==> src/mbio_cfg.svh <==
// address map, field positions, codes and timing constants for the modbus i/o block
// assumes a single 25 MHz clock and a protocol layer that hands over one item per request
// What this block does
// - allocated input bits are read bit by bit with function 2 from direct address 0 (legacy 10001).
// - allocated input words are read with function 3 from direct 1024 (legacy 46001) in allocation order.
// - slot input bits sit at 1024 + 8*slot + bit - 1 (legacy 13001) and are read with function 2.
// - the module status high byte is read bit by bit at 2048 + 8*slot + bit - 1 (legacy 14001).
// - function 4 returns the status word at 768 + slot (legacy 35200) and the type word at legacy 35300.
// - allocated output bits at direct 0 (legacy 1) are written by functions 5 and 15 and read by 1.
// - allocated output words at 1280 (legacy 46101) are written by functions 6 and 16, read by 3.
// - slot output coils at 1024 + 8*slot + bit - 1 (legacy 3001) are written by 5 and 15, read by 1.
// - each output line reports lead breakage or short circuit in its own line fault bit.
// - line fault detection can be switched off, and then no line fault is reported.
// - after three failed exchanges in a row the outputs switch off once 500 ms have passed.
// - input byte bit 2(n-1) is channel n output state, bit 2(n-1)+1 its line fault (1 = error).
// - output byte bit 2(n-1) is channel n value; bit 2(n-1)+1 set applies the substitute value.
`ifndef MBIO_CFG_SVH
`define MBIO_CFG_SVH

// direct address bases
`define MBIO_ALLOC_DI_BASE    16'h0000
`define MBIO_ALLOC_COIL_BASE  16'h0000
`define MBIO_STATUS_WORD_BASE 16'h0300
`define MBIO_ALLOC_HRIN_BASE  16'h0400
`define MBIO_SLOT_DI_BASE     16'h0400
`define MBIO_TYPE_WORD_BASE   16'h0400
`define MBIO_SLOT_COIL_BASE   16'h0400
`define MBIO_ALLOC_HROUT_BASE 16'h0500
`define MBIO_STATUS_HI_BASE   16'h0800
// legacy one-based equivalents
`define MBIO_LEG_ALLOC_DI     10001
`define MBIO_LEG_ALLOC_HRIN   46001
`define MBIO_LEG_SLOT_DI      13001
`define MBIO_LEG_STATUS_HI    14001
`define MBIO_LEG_STATUS_WORD  35200
`define MBIO_LEG_TYPE_WORD    35300
`define MBIO_LEG_ALLOC_COIL   1
`define MBIO_LEG_ALLOC_HROUT  46101
`define MBIO_LEG_SLOT_COIL    3001
// bits per slot in slot-based bit areas
`define MBIO_BITS_PER_SLOT    16'h0008
// allocated items that this module holds
`define MBIO_ALLOC_BITS       16'h0008
`define MBIO_ALLOC_WORDS      16'h0001
// own slot on the backplane and its type word (type value arbitrary)
`define MBIO_OWN_SLOT         16'h0001
`define MBIO_TYPE_WORD        16'h5A01
// function codes
`define MBIO_FC_RD_COILS      8'h01
`define MBIO_FC_RD_DI         8'h02
`define MBIO_FC_RD_HR         8'h03
`define MBIO_FC_RD_IR         8'h04
`define MBIO_FC_WR_COIL       8'h05
`define MBIO_FC_WR_REG        8'h06
`define MBIO_FC_WR_COILS      8'h0F
`define MBIO_FC_WR_REGS       8'h10
// exception codes
`define MBIO_EXC_NONE         8'h00
`define MBIO_EXC_ILL_FUNC     8'h01
`define MBIO_EXC_ILL_ADDR     8'h02
`define MBIO_EXC_ILL_VALUE    8'h03
// single coil write values
`define MBIO_COIL_ON          16'hFF00
`define MBIO_COIL_OFF         16'h0000
// status word field positions
`define MBIO_ST_LFD_OFF_BIT   8
`define MBIO_ST_WD_TRIP_BIT   9
`define MBIO_ST_ANY_FAULT_BIT 10
`define MBIO_ST_FAULT_LSB     12
// timing
`define MBIO_CLK_HZ           25000000
`define MBIO_TICK_TIME_MS     1
`define MBIO_TICK_CYCLES      ((`MBIO_CLK_HZ / 1000) * `MBIO_TICK_TIME_MS)
`define MBIO_WD_TIME_MS       500
`define MBIO_WD_TICKS         (`MBIO_WD_TIME_MS / `MBIO_TICK_TIME_MS)
`define MBIO_WD_FAIL_LIMIT    2'h3

`endif

==> src/mbio_pkg.sv <==
// shared types of the modbus i/o block
// assumes the constants header is compiled alongside
`default_nettype none
package mbio_pkg;
  typedef logic [15:0] mbio_word_t;
  typedef enum logic [1:0] {WD_RUN, WD_WAIT, WD_OFF} mbio_wd_state_t;
endpackage : mbio_pkg
`default_nettype wire

==> src/mbio_line_fault.sv <==
// per-channel line fault detection with pin synchronisers
// assumes open and short sense comparators arrive asynchronously on pins
`include "mbio_cfg.svh"
`default_nettype none
module mbio_line_fault (
  input  wire logic       mclk,       // 25 MHz clock
  input  wire logic       rst_b,      // sync reset, active low
  input  wire logic [3:0] openSense,  // lead breakage comparator pins
  input  wire logic [3:0] shortSense, // short circuit comparator pins
  input  wire logic       lfdOff,     // detection switched off
  output logic      [3:0] lineFault   // per-channel fault, 1 = error
);
  logic [3:0] openS1_ff, openS2_ff, openS3_ff, openOk_ff;
  logic [3:0] shrtS1_ff, shrtS2_ff, shrtS3_ff, shrtOk_ff;
  logic [3:0] lineFault_ff;

  // three-stage pin synchronisers
  always_ff @(posedge mclk) begin
    if (!rst_b) begin
      openS1_ff <= 4'h0;
      openS2_ff <= 4'h0;
      openS3_ff <= 4'h0;
      shrtS1_ff <= 4'h0;
      shrtS2_ff <= 4'h0;
      shrtS3_ff <= 4'h0;
    end else begin
      openS1_ff <= openSense;
      openS2_ff <= openS1_ff;
      openS3_ff <= openS2_ff;
      shrtS1_ff <= shortSense;
      shrtS2_ff <= shrtS1_ff;
      shrtS3_ff <= shrtS2_ff;
    end
  end

  // accept a level once stages two and three agree
  always_ff @(posedge mclk) begin
    if (!rst_b) begin
      openOk_ff <= 4'h0;
      shrtOk_ff <= 4'h0;
    end else begin
      openOk_ff <= (openS2_ff & openS3_ff) | (openOk_ff & (openS2_ff | openS3_ff));
      shrtOk_ff <= (shrtS2_ff & shrtS3_ff) | (shrtOk_ff & (shrtS2_ff | shrtS3_ff));
    end
  end

  always_ff @(posedge mclk) begin
    if (!rst_b) begin
      lineFault_ff <= 4'h0;
    end else begin
      lineFault_ff <= lfdOff ? 4'h0 : (openOk_ff | shrtOk_ff);
    end
  end

  assign lineFault = lineFault_ff;
endmodule : mbio_line_fault
`default_nettype wire

==> src/mbio_watchdog.sv <==
// communication watchdog of the output module
// assumes one-cycle pulses marking each finished exchange with the com unit
`include "mbio_cfg.svh"
`default_nettype none
module mbio_watchdog #(
  parameter int unsigned TICK_CYCLES = `MBIO_TICK_CYCLES // cycles per millisecond tick
) (
  input  wire logic mclk,     // 25 MHz clock
  input  wire logic rst_b,    // sync reset, active low
  input  wire logic commOk,   // pulse: exchange succeeded
  input  wire logic commFail, // pulse: exchange failed
  output logic      wdTrip    // outputs forced off
);
  localparam logic [15:0] TICK_LAST = 16'(TICK_CYCLES - 1);
  localparam logic [9:0]  WD_LAST   = 10'(`MBIO_WD_TICKS - 1);

  mbio_pkg::mbio_wd_state_t state_ff;
  logic [1:0]  failCnt_ff;
  logic [15:0] divCnt_ff;
  logic        tick_ff;
  logic [9:0]  msCnt_ff;
  logic        wdTrip_ff;

  // millisecond enable divider, restarted on entry to the wait
  always_ff @(posedge mclk) begin
    if (!rst_b || state_ff != mbio_pkg::WD_WAIT) begin
      divCnt_ff <= 16'h0000;
      tick_ff   <= 1'b0;
    end else begin
      tick_ff   <= (divCnt_ff == TICK_LAST);
      divCnt_ff <= (divCnt_ff == TICK_LAST) ? 16'h0000 : divCnt_ff + 16'h0001;
    end
  end

  // consecutive failure count; a success clears it
  always_ff @(posedge mclk) begin
    if (!rst_b || commOk) begin
      failCnt_ff <= 2'h0;
    end else if (commFail && failCnt_ff != `MBIO_WD_FAIL_LIMIT) begin
      failCnt_ff <= failCnt_ff + 2'h1;
    end
  end

  always_ff @(posedge mclk) begin
    if (!rst_b || commOk) begin
      state_ff  <= mbio_pkg::WD_RUN;
      msCnt_ff  <= 10'h000;
      wdTrip_ff <= 1'b0;
    end else begin
      unique case (state_ff)
        mbio_pkg::WD_RUN: begin
          msCnt_ff <= 10'h000;
          if (commFail && failCnt_ff == `MBIO_WD_FAIL_LIMIT - 2'h1) begin
            state_ff <= mbio_pkg::WD_WAIT;
          end
        end
        mbio_pkg::WD_WAIT: begin
          if (tick_ff) begin
            msCnt_ff <= msCnt_ff + 10'h001;
            if (msCnt_ff == WD_LAST) begin
              state_ff  <= mbio_pkg::WD_OFF;
              wdTrip_ff <= 1'b1;
            end
          end
        end
        mbio_pkg::WD_OFF: begin
          wdTrip_ff <= 1'b1;
        end
        default: begin
          state_ff <= mbio_pkg::WD_RUN;
        end
      endcase
    end
  end

  assign wdTrip = wdTrip_ff;
endmodule : mbio_watchdog
`default_nettype wire

==> src/mbio_top.sv <==
// modbus address decode and process image of a four-channel digital output module
// assumes the protocol layer splits multi-item functions into one item per request
`include "mbio_cfg.svh"
`default_nettype none
module mbio_top #(
  parameter int unsigned TICK_CYCLES = `MBIO_TICK_CYCLES // cycles per millisecond tick
) (
  input  wire logic        mclk,       // 25 MHz clock
  input  wire logic        rst_b,      // sync reset, active low
  input  wire logic        reqValid,   // one-cycle request strobe
  input  wire logic [7:0]  reqFunc,    // modbus function code
  input  wire logic [15:0] reqAddr,    // direct item address
  input  wire logic [15:0] reqWrData,  // write item value
  output logic             respValid,  // one-cycle answer strobe
  output logic [15:0]      respData,   // read value, bit items in bit 0
  output logic [7:0]       respExc,    // exception code, 0 when none
  input  wire logic        commOk,     // pulse: exchange with com unit ok
  input  wire logic        commFail,   // pulse: exchange with com unit failed
  input  wire logic        lfdOff,     // line fault detection off
  input  wire logic [3:0]  substVal,   // substitute value per channel
  input  wire logic [3:0]  openSense,  // lead breakage sense pins
  input  wire logic [3:0]  shortSense, // short circuit sense pins
  output logic      [3:0]  chanOut,    // output channel drive
  output logic      [3:0]  lineFault,  // per-channel line fault
  output logic             wdTrip      // watchdog has switched off
);
  logic [7:0]  outByte_ff;   // output byte: value/invalid pairs
  logic [3:0]  chanOut_ff;
  logic        respValid_ff;
  logic [15:0] respData_ff;
  logic [7:0]  respExc_ff;
  logic [7:0]  nxt_outByte;
  logic [15:0] nxt_respData;
  logic [7:0]  nxt_respExc;
  logic [7:0]  inByte;
  logic [15:0] statusWord;
  logic [3:0]  faultBits;
  logic        wdTripInt;

  // finds whether an address falls into this slot's eight bits
  function automatic logic [3:0] slotBitHit(input logic [15:0] addr, input logic [15:0] base);
    logic [15:0] first;
    logic [15:0] rel;
    first = base + 16'(`MBIO_BITS_PER_SLOT * `MBIO_OWN_SLOT);
    rel   = addr - first;
    slotBitHit = {(addr >= first) && (rel < `MBIO_BITS_PER_SLOT), rel[2:0]};
  endfunction : slotBitHit

  // finds an allocated item of a given count
  function automatic logic inRange(input logic [15:0] addr, input logic [15:0] base,
                                   input logic [15:0] count);
    inRange = (addr >= base) && ((addr - base) < count);
  endfunction : inRange

  mbio_line_fault uLineFault (
    .mclk       (mclk),
    .rst_b      (rst_b),
    .openSense  (openSense),
    .shortSense (shortSense),
    .lfdOff     (lfdOff),
    .lineFault  (faultBits)
  );

  mbio_watchdog #(
    .TICK_CYCLES (TICK_CYCLES)
  ) uWatchdog (
    .mclk     (mclk),
    .rst_b    (rst_b),
    .commOk   (commOk),
    .commFail (commFail),
    .wdTrip   (wdTripInt)
  );

  always_comb begin
    for (int n = 0; n < 4; n++) begin
      inByte[2*n]   = chanOut_ff[n];
      inByte[2*n+1] = faultBits[n];
    end
  end

  // module status word; high byte served bit by bit too
  always_comb begin
    statusWord = 16'h0000;
    statusWord[`MBIO_ST_LFD_OFF_BIT]   = lfdOff;
    statusWord[`MBIO_ST_WD_TRIP_BIT]   = wdTripInt;
    statusWord[`MBIO_ST_ANY_FAULT_BIT] = |faultBits;
    statusWord[`MBIO_ST_FAULT_LSB +: 4] = faultBits;
  end

  // address decode and answer
  always_comb begin
    logic [3:0] sDi;
    logic [3:0] sHi;
    logic [3:0] sCo;
    logic       aCo;
    logic       aDi;
    logic       aHin;
    logic       aHout;
    logic       bitVal;
    sDi   = slotBitHit(reqAddr, `MBIO_SLOT_DI_BASE);
    sHi   = slotBitHit(reqAddr, `MBIO_STATUS_HI_BASE);
    sCo   = slotBitHit(reqAddr, `MBIO_SLOT_COIL_BASE);
    aCo   = inRange(reqAddr, `MBIO_ALLOC_COIL_BASE, `MBIO_ALLOC_BITS);
    aDi   = inRange(reqAddr, `MBIO_ALLOC_DI_BASE, `MBIO_ALLOC_BITS);
    aHin  = inRange(reqAddr, `MBIO_ALLOC_HRIN_BASE, `MBIO_ALLOC_WORDS);
    aHout = inRange(reqAddr, `MBIO_ALLOC_HROUT_BASE, `MBIO_ALLOC_WORDS);
    bitVal = 1'b0;
    nxt_outByte  = outByte_ff;
    nxt_respData = 16'h0000;
    nxt_respExc  = `MBIO_EXC_NONE;
    unique case (reqFunc)
      `MBIO_FC_RD_COILS: begin
        if (aCo) begin
          nxt_respData = {15'h0000, outByte_ff[reqAddr[2:0]]};
        end else if (sCo[3]) begin
          nxt_respData = {15'h0000, outByte_ff[sCo[2:0]]};
        end else begin
          nxt_respExc = `MBIO_EXC_ILL_ADDR;
        end
      end
      `MBIO_FC_RD_DI: begin
        if (aDi) begin
          nxt_respData = {15'h0000, inByte[reqAddr[2:0]]};
        end else if (sDi[3]) begin
          nxt_respData = {15'h0000, inByte[sDi[2:0]]};
        end else if (sHi[3]) begin
          nxt_respData = {15'h0000, statusWord[{1'b1, sHi[2:0]}]};
        end else begin
          nxt_respExc = `MBIO_EXC_ILL_ADDR;
        end
      end
      `MBIO_FC_RD_HR: begin
        if (aHin) begin
          nxt_respData = {8'h00, inByte};
        end else if (aHout) begin
          nxt_respData = {8'h00, outByte_ff};
        end else begin
          nxt_respExc = `MBIO_EXC_ILL_ADDR;
        end
      end
      `MBIO_FC_RD_IR: begin
        if (reqAddr == `MBIO_STATUS_WORD_BASE + `MBIO_OWN_SLOT) begin
          nxt_respData = statusWord;
        end else if (reqAddr == `MBIO_TYPE_WORD_BASE + `MBIO_OWN_SLOT) begin
          nxt_respData = `MBIO_TYPE_WORD;
        end else begin
          nxt_respExc = `MBIO_EXC_ILL_ADDR;
        end
      end
      `MBIO_FC_WR_COIL, `MBIO_FC_WR_COILS: begin
        // single coil takes only the two legal values
        if (reqFunc == `MBIO_FC_WR_COIL && reqWrData != `MBIO_COIL_ON
            && reqWrData != `MBIO_COIL_OFF) begin
          nxt_respExc = `MBIO_EXC_ILL_VALUE;
        end else begin
          bitVal = (reqFunc == `MBIO_FC_WR_COIL) ? reqWrData[15] : reqWrData[0];
          if (aCo) begin
            nxt_outByte[reqAddr[2:0]] = bitVal;
          end else if (sCo[3]) begin
            nxt_outByte[sCo[2:0]] = bitVal;
          end else begin
            nxt_respExc = `MBIO_EXC_ILL_ADDR;
          end
        end
        nxt_respData = reqWrData;
      end
      `MBIO_FC_WR_REG, `MBIO_FC_WR_REGS: begin
        if (aHout) begin
          nxt_outByte = reqWrData[7:0];
        end else begin
          nxt_respExc = `MBIO_EXC_ILL_ADDR;
        end
        nxt_respData = reqWrData;
      end
      default: begin
        nxt_respExc = `MBIO_EXC_ILL_FUNC;
      end
    endcase
    if (nxt_respExc != `MBIO_EXC_NONE) begin
      nxt_respData = 16'h0000;
      nxt_outByte  = outByte_ff;
    end
  end

  // output byte updated by accepted writes
  always_ff @(posedge mclk) begin
    if (!rst_b) begin
      outByte_ff <= 8'h00;
    end else if (reqValid) begin
      outByte_ff <= nxt_outByte;
    end
  end

  // answer registers, one cycle after the request
  always_ff @(posedge mclk) begin
    if (!rst_b) begin
      respValid_ff <= 1'b0;
      respData_ff  <= 16'h0000;
      respExc_ff   <= 8'h00;
    end else begin
      respValid_ff <= reqValid;
      if (reqValid) begin
        respData_ff <= nxt_respData;
        respExc_ff  <= nxt_respExc;
      end
    end
  end

  always_ff @(posedge mclk) begin
    if (!rst_b) begin
      chanOut_ff <= 4'h0;
    end else begin
      for (int n = 0; n < 4; n++) begin
        if (wdTripInt) begin
          chanOut_ff[n] <= 1'b0;
        end else if (outByte_ff[2*n+1]) begin
          chanOut_ff[n] <= substVal[n];
        end else begin
          chanOut_ff[n] <= outByte_ff[2*n];
        end
      end
    end
  end

  assign respValid = respValid_ff;
  assign respData  = respData_ff;
  assign respExc   = respExc_ff;
  assign chanOut   = chanOut_ff;
  assign lineFault = faultBits;
  assign wdTrip    = wdTripInt;
endmodule : mbio_top
`default_nettype wire

==> config.mk <==
export PLATFORM = sky130hd
export DESIGN_NAME = mbio_top
export DESIGN_NICKNAME = d
export VERILOG_FILES = /design/src/mbio_pkg.sv /design/src/mbio_line_fault.sv /design/src/mbio_watchdog.sv /design/src/mbio_top.sv
export VERILOG_INCLUDE_DIRS = /design/src
export SDC_FILE = /design/constraint.sdc
export NUM_CORES = 1
export LEC_CHECK = 0
export BUFFER_PORTS_ARGS = -buffer_cell sky130_fd_sc_hd__buf_4
export CAP_MARGIN = 20
export CORE_AREA = 2 2 101 103
export CTS_CLUSTER_DIAMETER = 60
export DETAILED_ROUTE_END_ITERATION = 16
export DIE_AREA = 0 0 103 105
export PLACE_DENSITY = 0.79
export SLEW_MARGIN = 10
export SYNTH_ARGS = -nofsm -noshare
export SYNTH_HDL_FRONTEND = slang
export SYNTH_HIERARCHICAL = 1
export SYNTH_SLANG_ARGS = --single-unit
==> constraint.sdc <==
create_clock -name mclk -period 4.85 [get_ports mclk]
set_input_delay 0 -clock mclk [delete_from_list [all_inputs] [get_ports mclk]]
set_output_delay 0 -clock mclk [all_outputs]
set_load 0.1 [all_outputs]
==> qor.yml, run 1 <==
rsz0062_at_grt: "false"
start_util: 0.545
coreArea_um2: 9640
critPathCaptureType: "flip-flop"
worst_slew_pin_slew_ps: 945
hold_slack_ps: 42.6
antenna_cells: 0
period_needed_ps: 2770
cellPowerDensity_nw_per_um2: 253
grt_max_degree: 70
grtUsageMet2: 0.411
fillers: 811
synth-adder-area-share: 0.0119
synth.top_cell.area_share: 0.377
die_x_um: 103
gr-usage-met3: 0.0421
io_pins: 92
cts_resized: 0
clockRootBuffer: "clkbuf_8"
area_delta_synth_final_pct: 22.3
drtAntennaViolNets: 0
fp.dieH_um: 105
grt.total_usage: 0.249
synthCells: 624
hold_path_class: "input pin to flip-flop"
layout-drive-gt1-share: 0.177
drtIter0Drc: 244
yosys.area_share.simple: 0.305
firstDrtPassIters: 6
grt_antenna_before_repair: 0
cp-start-kind: "input pin"
clkTransAtPathRegs_ps: 100
synth_xor_area_frac: 0.0333
overflow: 0
criticalPathCategory: "input pin to flip-flop"
placed_area_um2: 5920
muxShareOfSynthArea: 0.0326
cts.sink_count: 99
hold_viol_final: 0
dpl.cell_count: 818
grt_most_used_layer: "met2"
synth_top_family_by_area: "simple AND/OR/NAND/NOR gates"
h-tree-depth: 3
wl_mm: 13.5
synth-async-reset-ratio: 0
gp_congestion: 0.967
vdd_ir_drop_max_v: 0.000222
relSlewSlack: 0.365
synthFlopType: "dfxtp_1"
cts_buffer_depth: 2
wl_per_cell_um: 15.7
cp_max_fo: 13
power.total_mw: 1.62
synth_area_um2: 5260
grt_pass1_wl_mm: 21.6
final_nets: 787
p_leak_nw: 2.34
synth_seq_cells: 99
maxCapViolCount: 0
stdcell_area_um2: 6430
ys_warn_count: 6
yosysSeqAreaShare: 0.377
cts_tree: "built"
critPathRequiredTime_ps: 5170
portBuffers: 85
arrival_ps: 3090
viasPerCell: 5.78
fin_crit_sh: 0.571
setup_viol: 0
fmax_mhz: 361
grt_pass1_vias: 4691
status: "finished, final reports clean"
synth_area_leader_cell: "dfxtp_1"
die-area_um2: 10800
synth_edf_count: 0
met1_usage: 0.307
ys_types: 81
final_cells: 862
synth_area_leaders: "dfxtp_1, nor2_1, nand2_1, a22o_1, mux2i_1"
clk-insertion-delay-late_ps: 380
synth_compound_area_frac: 0.186
row_count: 36
vias: 4983
drv_slew: 0
fin_tns_setup_ps: 0
drc_errors: 0
dp_hpwl_mm: 9.56
cts_made_buffers: 9
finalClockSkew_ps: 14.1
avgSynthCellArea_um2: 8.43
post_cts_buffers: 0
==> report_power, final <==
group / switching, mW / internal [mW] / total (mW)
sequential: 0.00530 / 0.824 / 0.829
combinational: 0.123 / 0.0797 / 0.202
clock: 0.288 / 0.304 / 0.593
total: 0.416 / 1.21 / 1.62
==> what timing repair did <==
action                                  in CTS  in global routing
endpoints found under the setup margin       0                  0
endpoints found under the hold margin       28                  0
hold buffers                                28                  0
==> cell type report <==
class / count / area, um^2 / area share
clock buffers: 10 / 138 / 0.0214
clock inverters: 6 / 88.8 / 0.0138
inverters: 31 / 116 / 0.0181
multi-input cells: 469 / 3010 / 0.469
flip-flops and latches: 99 / 1980 / 0.308
well taps: 133 / 166 / 0.0259
repair buffers: 114 / 926 / 0.144
==> flip-flops by register name, indices dropped and copies added, names as in the netlist, 8 cells and up <==
name and count:
uWatchdog/divCnt_ff 16, outByte_ff 8, uWatchdog/msCnt_ff 10, respData 16
==> synthesized netlist by cell type (4+ instances only) <==
cell type	count
a21boi_1	6
and3_1	4
nand2_1	55
ha_1	5
o21ai_0	29
nor4_1	12
nor2b_1	10
clkbuf_1	13
dfxtp_1	99
buf_4	8
nor3_1	21
a21oi_1	12
a22oi_1	11
or4_1	4
a31oi_1	7
xnor2_1	16
nand3_1	18
or2_2	5
o31ai_1	4
buf_2	4
mux2i_1	16
nand4_1	14
and2_1	25
nand2b_1	11
o22ai_1	9
or3_1	8
nor2_1	66
inv_1	29
a22o_1	21
xor2_1	4
==> metal layers <==
metal | up-vias | share of wire | wire, um
met5 | - | 0 | 0
met4 | 0 | 0.032 | 429
met3 | 39 | 0.078 | 1050
met2 | 224 | 0.47 | 6350
met1 | 2274 | 0.42 | 5700
li1 | 2446 | - | -
==> cell usage in the layout, fill, tap and decap left out, types with 5 or more instances in the layout <==
cell	instances
nand2b_1	11
clkbuf_8	10
dlygate4sd3_1	28
o21ai_0	29
or2_2	5
nor4_1	12
a22oi_1	11
dfxtp_1	99
a31oi_1	7
nor3_1	21
nand4_1	14
and2_1	25
or3_1	8
nor2_1	66
nand3_1	18
mux2i_1	16
a21oi_1	12
buf_4	86
a21boi_1	6
xnor2_1	16
ha_1	5
a22o_1	21
inv_1	29
o22ai_1	9
conb_1	6
nand2_1	55
nor2b_1	10
==> through the flow <==
step                 util  setup slack (ps)
finish              0.667              2080
global route        0.667              1940
floorplan               -              2740
CTS                 0.667              2130
detailed placement  0.614              1950
global placement    0.614              2040
==> worst max-delay path: stages <==
cell and delay (ps):
dlygate4sd3_1 540, buf_4 150, nor4_1 290, nand2_1 120
a21oi_1 220, o211ai_1 180, or3_1 580, nor4b_4 740
a22o_1 260
==> cell families (layout without fill, tap and decap cells) <==
family | count (synthesis) | count (layout)
multiplexers | 17 | 17
XOR/XNOR | 20 | 20
AO/OA/AOI/OAI | 134 | 134
flip-flops | 99 | 99
other | 1 | 6
adder cells (fa/ha/maj) | 5 | 5
AND/OR/NAND/NOR | 287 | 287
buffers and inverters | 61 | 161
==> final timing paths <==
| check | end | cells past startpoint | start | slack (ps) |
|---|---|---|---|---|
| worst max-delay path | respData[3] | 9 | reqWrData[2] | 2080 |
| worst min-delay path | respData[8] | 4 | lfdOff | 40 |
| worst min register to register | uLineFault/shrtS2_ff[1] | 1 | uLineFault/shrtS1_ff[1] | 430 |
| worst max register to register | respData[0] | 7 | uWatchdog/wdTrip | 3050 |
Note: power is estimated with default switching activity, not from simulation.
==> run 2: changes to the inputs <==
CORE_AREA = 2 2 105 107   (was 2 2 101 103)
DIE_AREA = 0 0 107 109   (was 0 0 103 105)
PLACE_DENSITY = 0.76   (was 0.79)
clock period = 2.3 ns   (was 4.85 ns; I/O delays follow)
==> run 2 against run 1 <==
Net effect:
- critical endpoint is now respData[7]
- combinational power increased by 130%
- register-to-register slack worse by 2600 ps
- count of clock-buffer cells in the layout shrank 1
- clock power rose by 110%
- sequential power is 110% higher
- non-clock buffer count up 36
- critical path depth increased by 1
- cell count increased by 5.0%
- clock skew increased by 0.58 ps
==> qor.yml, run 2 (same netlist as run 1, synthesis figures left out) <==
status: "finished, final reports clean"
placed_area_um2: 6210  # +4.8%
drtIter0Drc: 282  # +16%
criticalPathCategory: "input pin to flip-flop"
clockRootBuffer: "clkbuf_8"
area_delta_synth_final_pct: 28.2
period_needed_ps: 2190
drv_slew: 0  # unchanged
drtAntennaViolNets: 0  # unchanged
grt_pass1_vias: 4852  # +3.4%
setup_viol: 0  # unchanged
grt_pass1_wl_mm: 23.4  # +8.5%
stdcell_area_um2: 6740  # +4.8%
p_leak_nw: 2.52  # +8.0%
cts_buffer_depth: 2  # unchanged
worst_slew_pin_slew_ps: 497  # -448 ps
hold_viol_final: 0  # unchanged
utilization: 0.636  # -0.0313
arrival_ps: 2500  # -590 ps
clkTransAtPathRegs_ps: 90  # about the same
die-area_um2: 11700  # +7.8%
firstDrtPassIters: 5  # -1
portBuffers: 85  # unchanged
fp.dieH_um: 109  # +3.8%
cp-start-kind: "input pin"
viasPerCell: 5.65  # -2.2%
fin_crit_sh: 0.953
hold_path_class: "input pin to flip-flop"
vdd_ir_drop_max_v: 0.000463  # +110%
dp_hpwl_mm: 10.9  # +14%
cts.sink_count: 99  # unchanged
grt.total_usage: 0.251  # +0.00255
critPathCaptureType: "flip-flop"
final_cell_mix: "buf_4, dfxtp_1, nor2_1"
rsz0062_at_grt: "false"
area.sequential_um2: 1980  # unchanged
gp_congestion: 0.916  # -5.2%
hold_slack_ps: 19.8  # -22.8 ps
maxCapViolCount: 0  # unchanged
relSlewSlack: 0.666  # +0.301
h-tree-depth: 3  # unchanged
die_x_um: 107  # +3.9%
final_common_cell: "buf_4"
multi_input_area_um2: 3050  # +1.1%
start_util: 0.496  # -0.0496
clk-insertion-delay-late_ps: 360  # -20 ps
cp_max_fo: 13  # unchanged
critPathRequiredTime_ps: 2610  # -2560 ps
antenna_cells: 0  # unchanged
fmax_mhz: 456
grt_antenna_before_repair: 0  # unchanged
fillers: 920  # +13%
wl_per_cell_um: 16.1  # +2.8%
drc_errors: 0  # unchanged
fin_tns_setup_ps: 0  # unchanged
cellPowerDensity_nw_per_um2: 509  # +100%
cts_made_buffers: 9  # unchanged
row_count: 38  # +5.6%
cts_tree: "built"
grt_max_degree: 56  # -20%
final_nets: 823  # +4.6%
finalClockSkew_ps: 14.6  # +0.576 ps
coreArea_um2: 10600  # +10%
power.total_mw: 3.43  # +110%
overflow: 0  # unchanged
wl_mm: 14.6  # +7.9%
io_pins: 92  # unchanged
vias: 5114  # +2.6%
layout-drive-gt1-share: 0.225  # +0.0479
run 2: cell count changes in the layout (fill, tap and decap cells not counted), moves of 2 or more:
cell / previous run / this run
buf_4: 86 / 122
inv_6: 0 / 2
nor4_1: 12 / 10
nor4_2: 3 / 5
run 2: routing by layer:
| metal | global-route usage | wire, um |
|---|---|---|
| met5 | 0 | 0 |
| met4 | 0.0863 | 421 |
| met3 | 0.0430 | 687 |
| met2 | 0.452 | 7280 |
| met1 | 0.303 | 6210 |
run 2: metrics by stage:
step,setup WS (ps),instances
6_report,108,905
5_1_grt,0.0711,905
4_1_cts,23.6,905
3_5_place_dp,-72.7,862
3_3_place_gp,-55.4,862
2_1_floorplan,193,629
run 2: cell type report:
type / instances / share of cell area
clock buffers: 9 / 0.0184
clock inverters: 7 / 0.0147
inverters: 31 / 0.0173
multi-input cells: 469 / 0.452
flip-flops and latches: 99 / 0.294
well taps: 140 / 0.0260
repair buffers: 150 / 0.178
run 2: path summary, 6_finish.rpt:
path	from	end	slack, ps	depth (start not counted)
worst min register to register	uLineFault/openS1_ff[2]	uLineFault/openS2_ff[2]	440	1
worst min-delay path	reqWrData[12]	respData[12]	20	4
worst max-delay path	reqWrData[1]	respData[7]	110	10
worst max register to register	uWatchdog/wdTrip	respData[0]	440	7
run 2: timing repair:
action,in CTS,in global routing
setup endpoints to repair,0,24
endpoints found under the hold margin,27,0
hold buffers,27,0
gates resized for setup,0,7
buffers inserted,0,0
run 2: power breakdown:
group          internal, mW  switching [mW]  leakage [nW]
clock network         0.620           0.598         0.110
logic                 0.193           0.272          1.61
registers              1.74          0.0108         0.803
total                  2.55           0.881          2.52
run 2: critical path: stages:
cell and delay [ps]:
dlygate4sd3_1 550, buf_4 150, nor4_2 270, nand2_1 120, a21oi_2 180, o211ai_1 140, or3_4 420, nor4b_4 260
buf_4 240, a22o_1 160
==> run 3: changes to the inputs <==
CORE_AREA = 2 2 104 106   (was 2 2 105 107)
DIE_AREA = 0 0 106 108   (was 0 0 107 109)
PLACE_DENSITY = 0.75   (was 0.76)
SYNTH_HIERARCHICAL = unset   (was 1)
==> run 3 against run 2 <==
Net effect:
- cell count decreased by 5.0%
- sequential share of layout area increased by 1.2 points
- non-clock buffer count shrank 1
- register-to-register slack got worse by 250 ps
- hold slack got worse by 14 ps
- sequential power is essentially flat
- via count shrank 4.9%
- total power down 5.9%
- synthesized area is 4.4% lower
- largest power group unchanged
==> qor.yml, run 3 <==
grt_pass1_wl_mm: 21.7  # -7.4%
cp-start-kind: "input pin"
hold_viol_final: 0  # unchanged
cellPowerDensity_nw_per_um2: 498  # -2.2%
final_cells: 860  # -5.0%
synthCells: 584  # -6.4%
start_util: 0.491  # -0.00474
maxCapViolCount: 0  # unchanged
critPathCaptureType: "flip-flop"
grt_max_degree: 47  # -16%
wl_per_cell_um: 15.6  # -3.6%
ys_warn_count: 0  # -6
clkPwrFrac: 0.331  # -0.024
cts.sink_count: 99  # unchanged
gp_congestion: 0.892  # -2.6%
worst_slew_pin_slew_ps: 578  # +81.2 ps
wl_mm: 13.4  # -8.4%
status: "finished, final reports clean"
post_cts_buffers: 0  # unchanged
synth_area_leader_cell: "dfxtp_1"
h-tree-depth: 3  # unchanged
vdd_ir_drop_max_v: 0.000362  # -22%
period_needed_ps: 2240  # +53.1 ps
synth-async-reset-ratio: 0  # unchanged
final_cell_mix: "buf_4, dfxtp_1, nor2_1"
grt_pass1_vias: 4556  # -6.1%
arrival_ps: 2500  # about the same
seq_power_share: 0.540  # +0.031
drtAntennaViolNets: 0  # unchanged
synth.top_cell.area_share: 0.394  # +0.0175
overflow: 0  # unchanged
drc_errors: 0  # unchanged
hold_slack_ps: 6.26  # -13.5 ps
relSlewSlack: 0.614  # -0.0527
synth_area_um2: 5020  # -4.4%
synth_area_leaders: "dfxtp_1, nor2_1, nand2_1, and2_1, xor2_1"
cts_buffer_depth: 2  # unchanged
synth_seq_cells: 99  # unchanged
yosysSeqAreaShare: 0.394  # +0.0175
row_count: 37  # -2.6%
die_x_um: 106  # -0.93%
p_comb_frac: 0.129  # -0.006
area_delta_synth_final_pct: 29.0
synthFlopType: "dfxtp_1"
firstDrtPassIters: 5  # unchanged
final_common_cell: "buf_4"
viasPerCell: 5.65  # about the same
rsz0062_at_grt: "false"
p_leak_nw: 2.44  # -3.1%
antenna_cells: 0  # unchanged
drtIter0Drc: 350  # +24%
clockRootBuffer: "clkbuf_8"
ys_types: 63  # -22%
cp_max_fo: 8  # -5
dpl.cell_count: 815  # -5.5%
final_nets: 785  # -4.6%
fmax_mhz: 445  # -2.4%
hold_path_class: "input pin to flip-flop"
cts_made_buffers: 9  # unchanged
finalClockSkew_ps: 17.2  # +2.56 ps
avgSynthCellArea_um2: 8.60  # +2.1%
cts_tree: "built"
critPathRequiredTime_ps: 2550  # -60 ps
drv_slew: 0  # unchanged
synth_edf_count: 0  # unchanged
dp_hpwl_mm: 9.70  # -11%
coreArea_um2: 10200  # -3.5%
fin_crit_sh: 0.976  # +0.0231
die-area_um2: 11400  # -1.8%
layout-drive-gt1-share: 0.236  # +0.0114
clkTransAtPathRegs_ps: 90  # about the same
setup_viol: 0  # unchanged
portBuffers: 85  # unchanged
post-synth-top-count-cell: "dfxtp_1"
switchingPower_uw: 849  # -3.6%
vias: 4861  # -4.9%
p_int_mw: 2.38  # -6.7%
grt.total_usage: 0.234  # -0.0168
criticalPathCategory: "input pin to flip-flop"
grt_antenna_before_repair: 0  # unchanged
io_pins: 92  # unchanged
fp.dieH_um: 108  # -0.92%
clk-insertion-delay-late_ps: 370  # about the same
synth_commonest_cells: "dfxtp_1, nor2_1, nand2_1"
switching_share: 0.263  # +0.00637
run 3: changes by cell type in the layout (fill, tap and decap cells not counted), moves of 8 or more:
cell,delta
nand4_1,-8
a22o_1,-21
o22ai_1,-9
xor2_1,+10
a21oi_1,+12
o221a_1,+8
inv_1,-14
o21ai_2,+10
run 3: area by class of cell:
| class | count | area [um^2] |
|---|---|---|
| multi-input combinational | 445 | 2890 |
| clock inverter | 4 | 35.0 |
| tap | 136 | 170 |
| fill | 889 | 3750 |
| clock buffer | 12 | 155 |
| inverter | 15 | 56.3 |
| timing repair buffer | 149 | 1190 |
| sequential | 99 | 1990 |
run 3: metal layers:
| layer | share of wire | global-route usage | vias up |
|---|---|---|---|
| li1 | - | - | 2382 |
| met1 | 0.44 | 0.311 | 2269 |
| met2 | 0.47 | 0.391 | 188 |
| met3 | 0.070 | 0.0410 | 22 |
| met4 | 0.016 | 0.0742 | 0 |
| met5 | 0 | 0 | - |
run 3: worst paths after layout:
path	from	end	slack, ps	cells after the start
max reg2reg	uWatchdog.msCnt_ff[4]	uWatchdog.state_ff[1]	190	7
min	reqWrData[9]	respData[9]	6	4
min reg2reg	uLineFault.shrtS1_ff[2]	uLineFault.shrtS2_ff[2]	440	1
max	reqWrData[5]	outByte_ff[4]	60	8
run 3: what timing repair did:
item                                   CTS  global route
endpoints found under the hold margin   28             0
hold buffers                            28             0
gates resized for setup                  0             7
setup endpoints to repair                0            23
run 3: worst max-delay path: stages:
cell and delay, ps:
dlygate4sd3_1 540, buf_4 150, nor4_1 270, o211ai_1 260, a2bb2oi_2 260, nand3_2 170
or3_1 530, o221a_1 310
run 3: power by group through the flow:
stage	Clock, mW	Sequential, mW	Combinational, mW
global placement	0	1.78	0.365
CTS	1.09	1.74	0.410
floorplan	0	1.80	0.196
global route	1.16	1.75	0.446
detailed placement	0	1.78	0.372
finish	1.07	1.74	0.417
run 3: cells by family (layout without fill, tap and decap cells):
logic type,Yosys count,count (layout),share of synthesized area
AOI/OAI and AO/OA,135,135,0.195
xor gates and xnor gates,25,25,0.0436
adders and majority gates,8,8,0.0199
buffers and inverters,46,180,0.0413
DFF,99,99,0.394
muxes,14,14,0.0331
other,1,6,0.000746
and+or+nand+nor,256,257,0.272
run 3: through the flow:
stage | setup TNS, ps | area (um^2) | setup WS [ps] | total power, mW | util
finish | 0 | 6480 | 55.1 | 3.23 | 0.634
global route | 0 | 6480 | 6.40 | 3.35 | 0.634
detailed placement | -3600 | 5980 | -209 | 2.16 | 0.585
CTS | 0 | 6450 | 18.5 | 3.24 | 0.631
floorplan | 0 | 5060 | 23.3 | 2.00 | -
global placement | -2190 | 5980 | -134 | 2.15 | 0.585
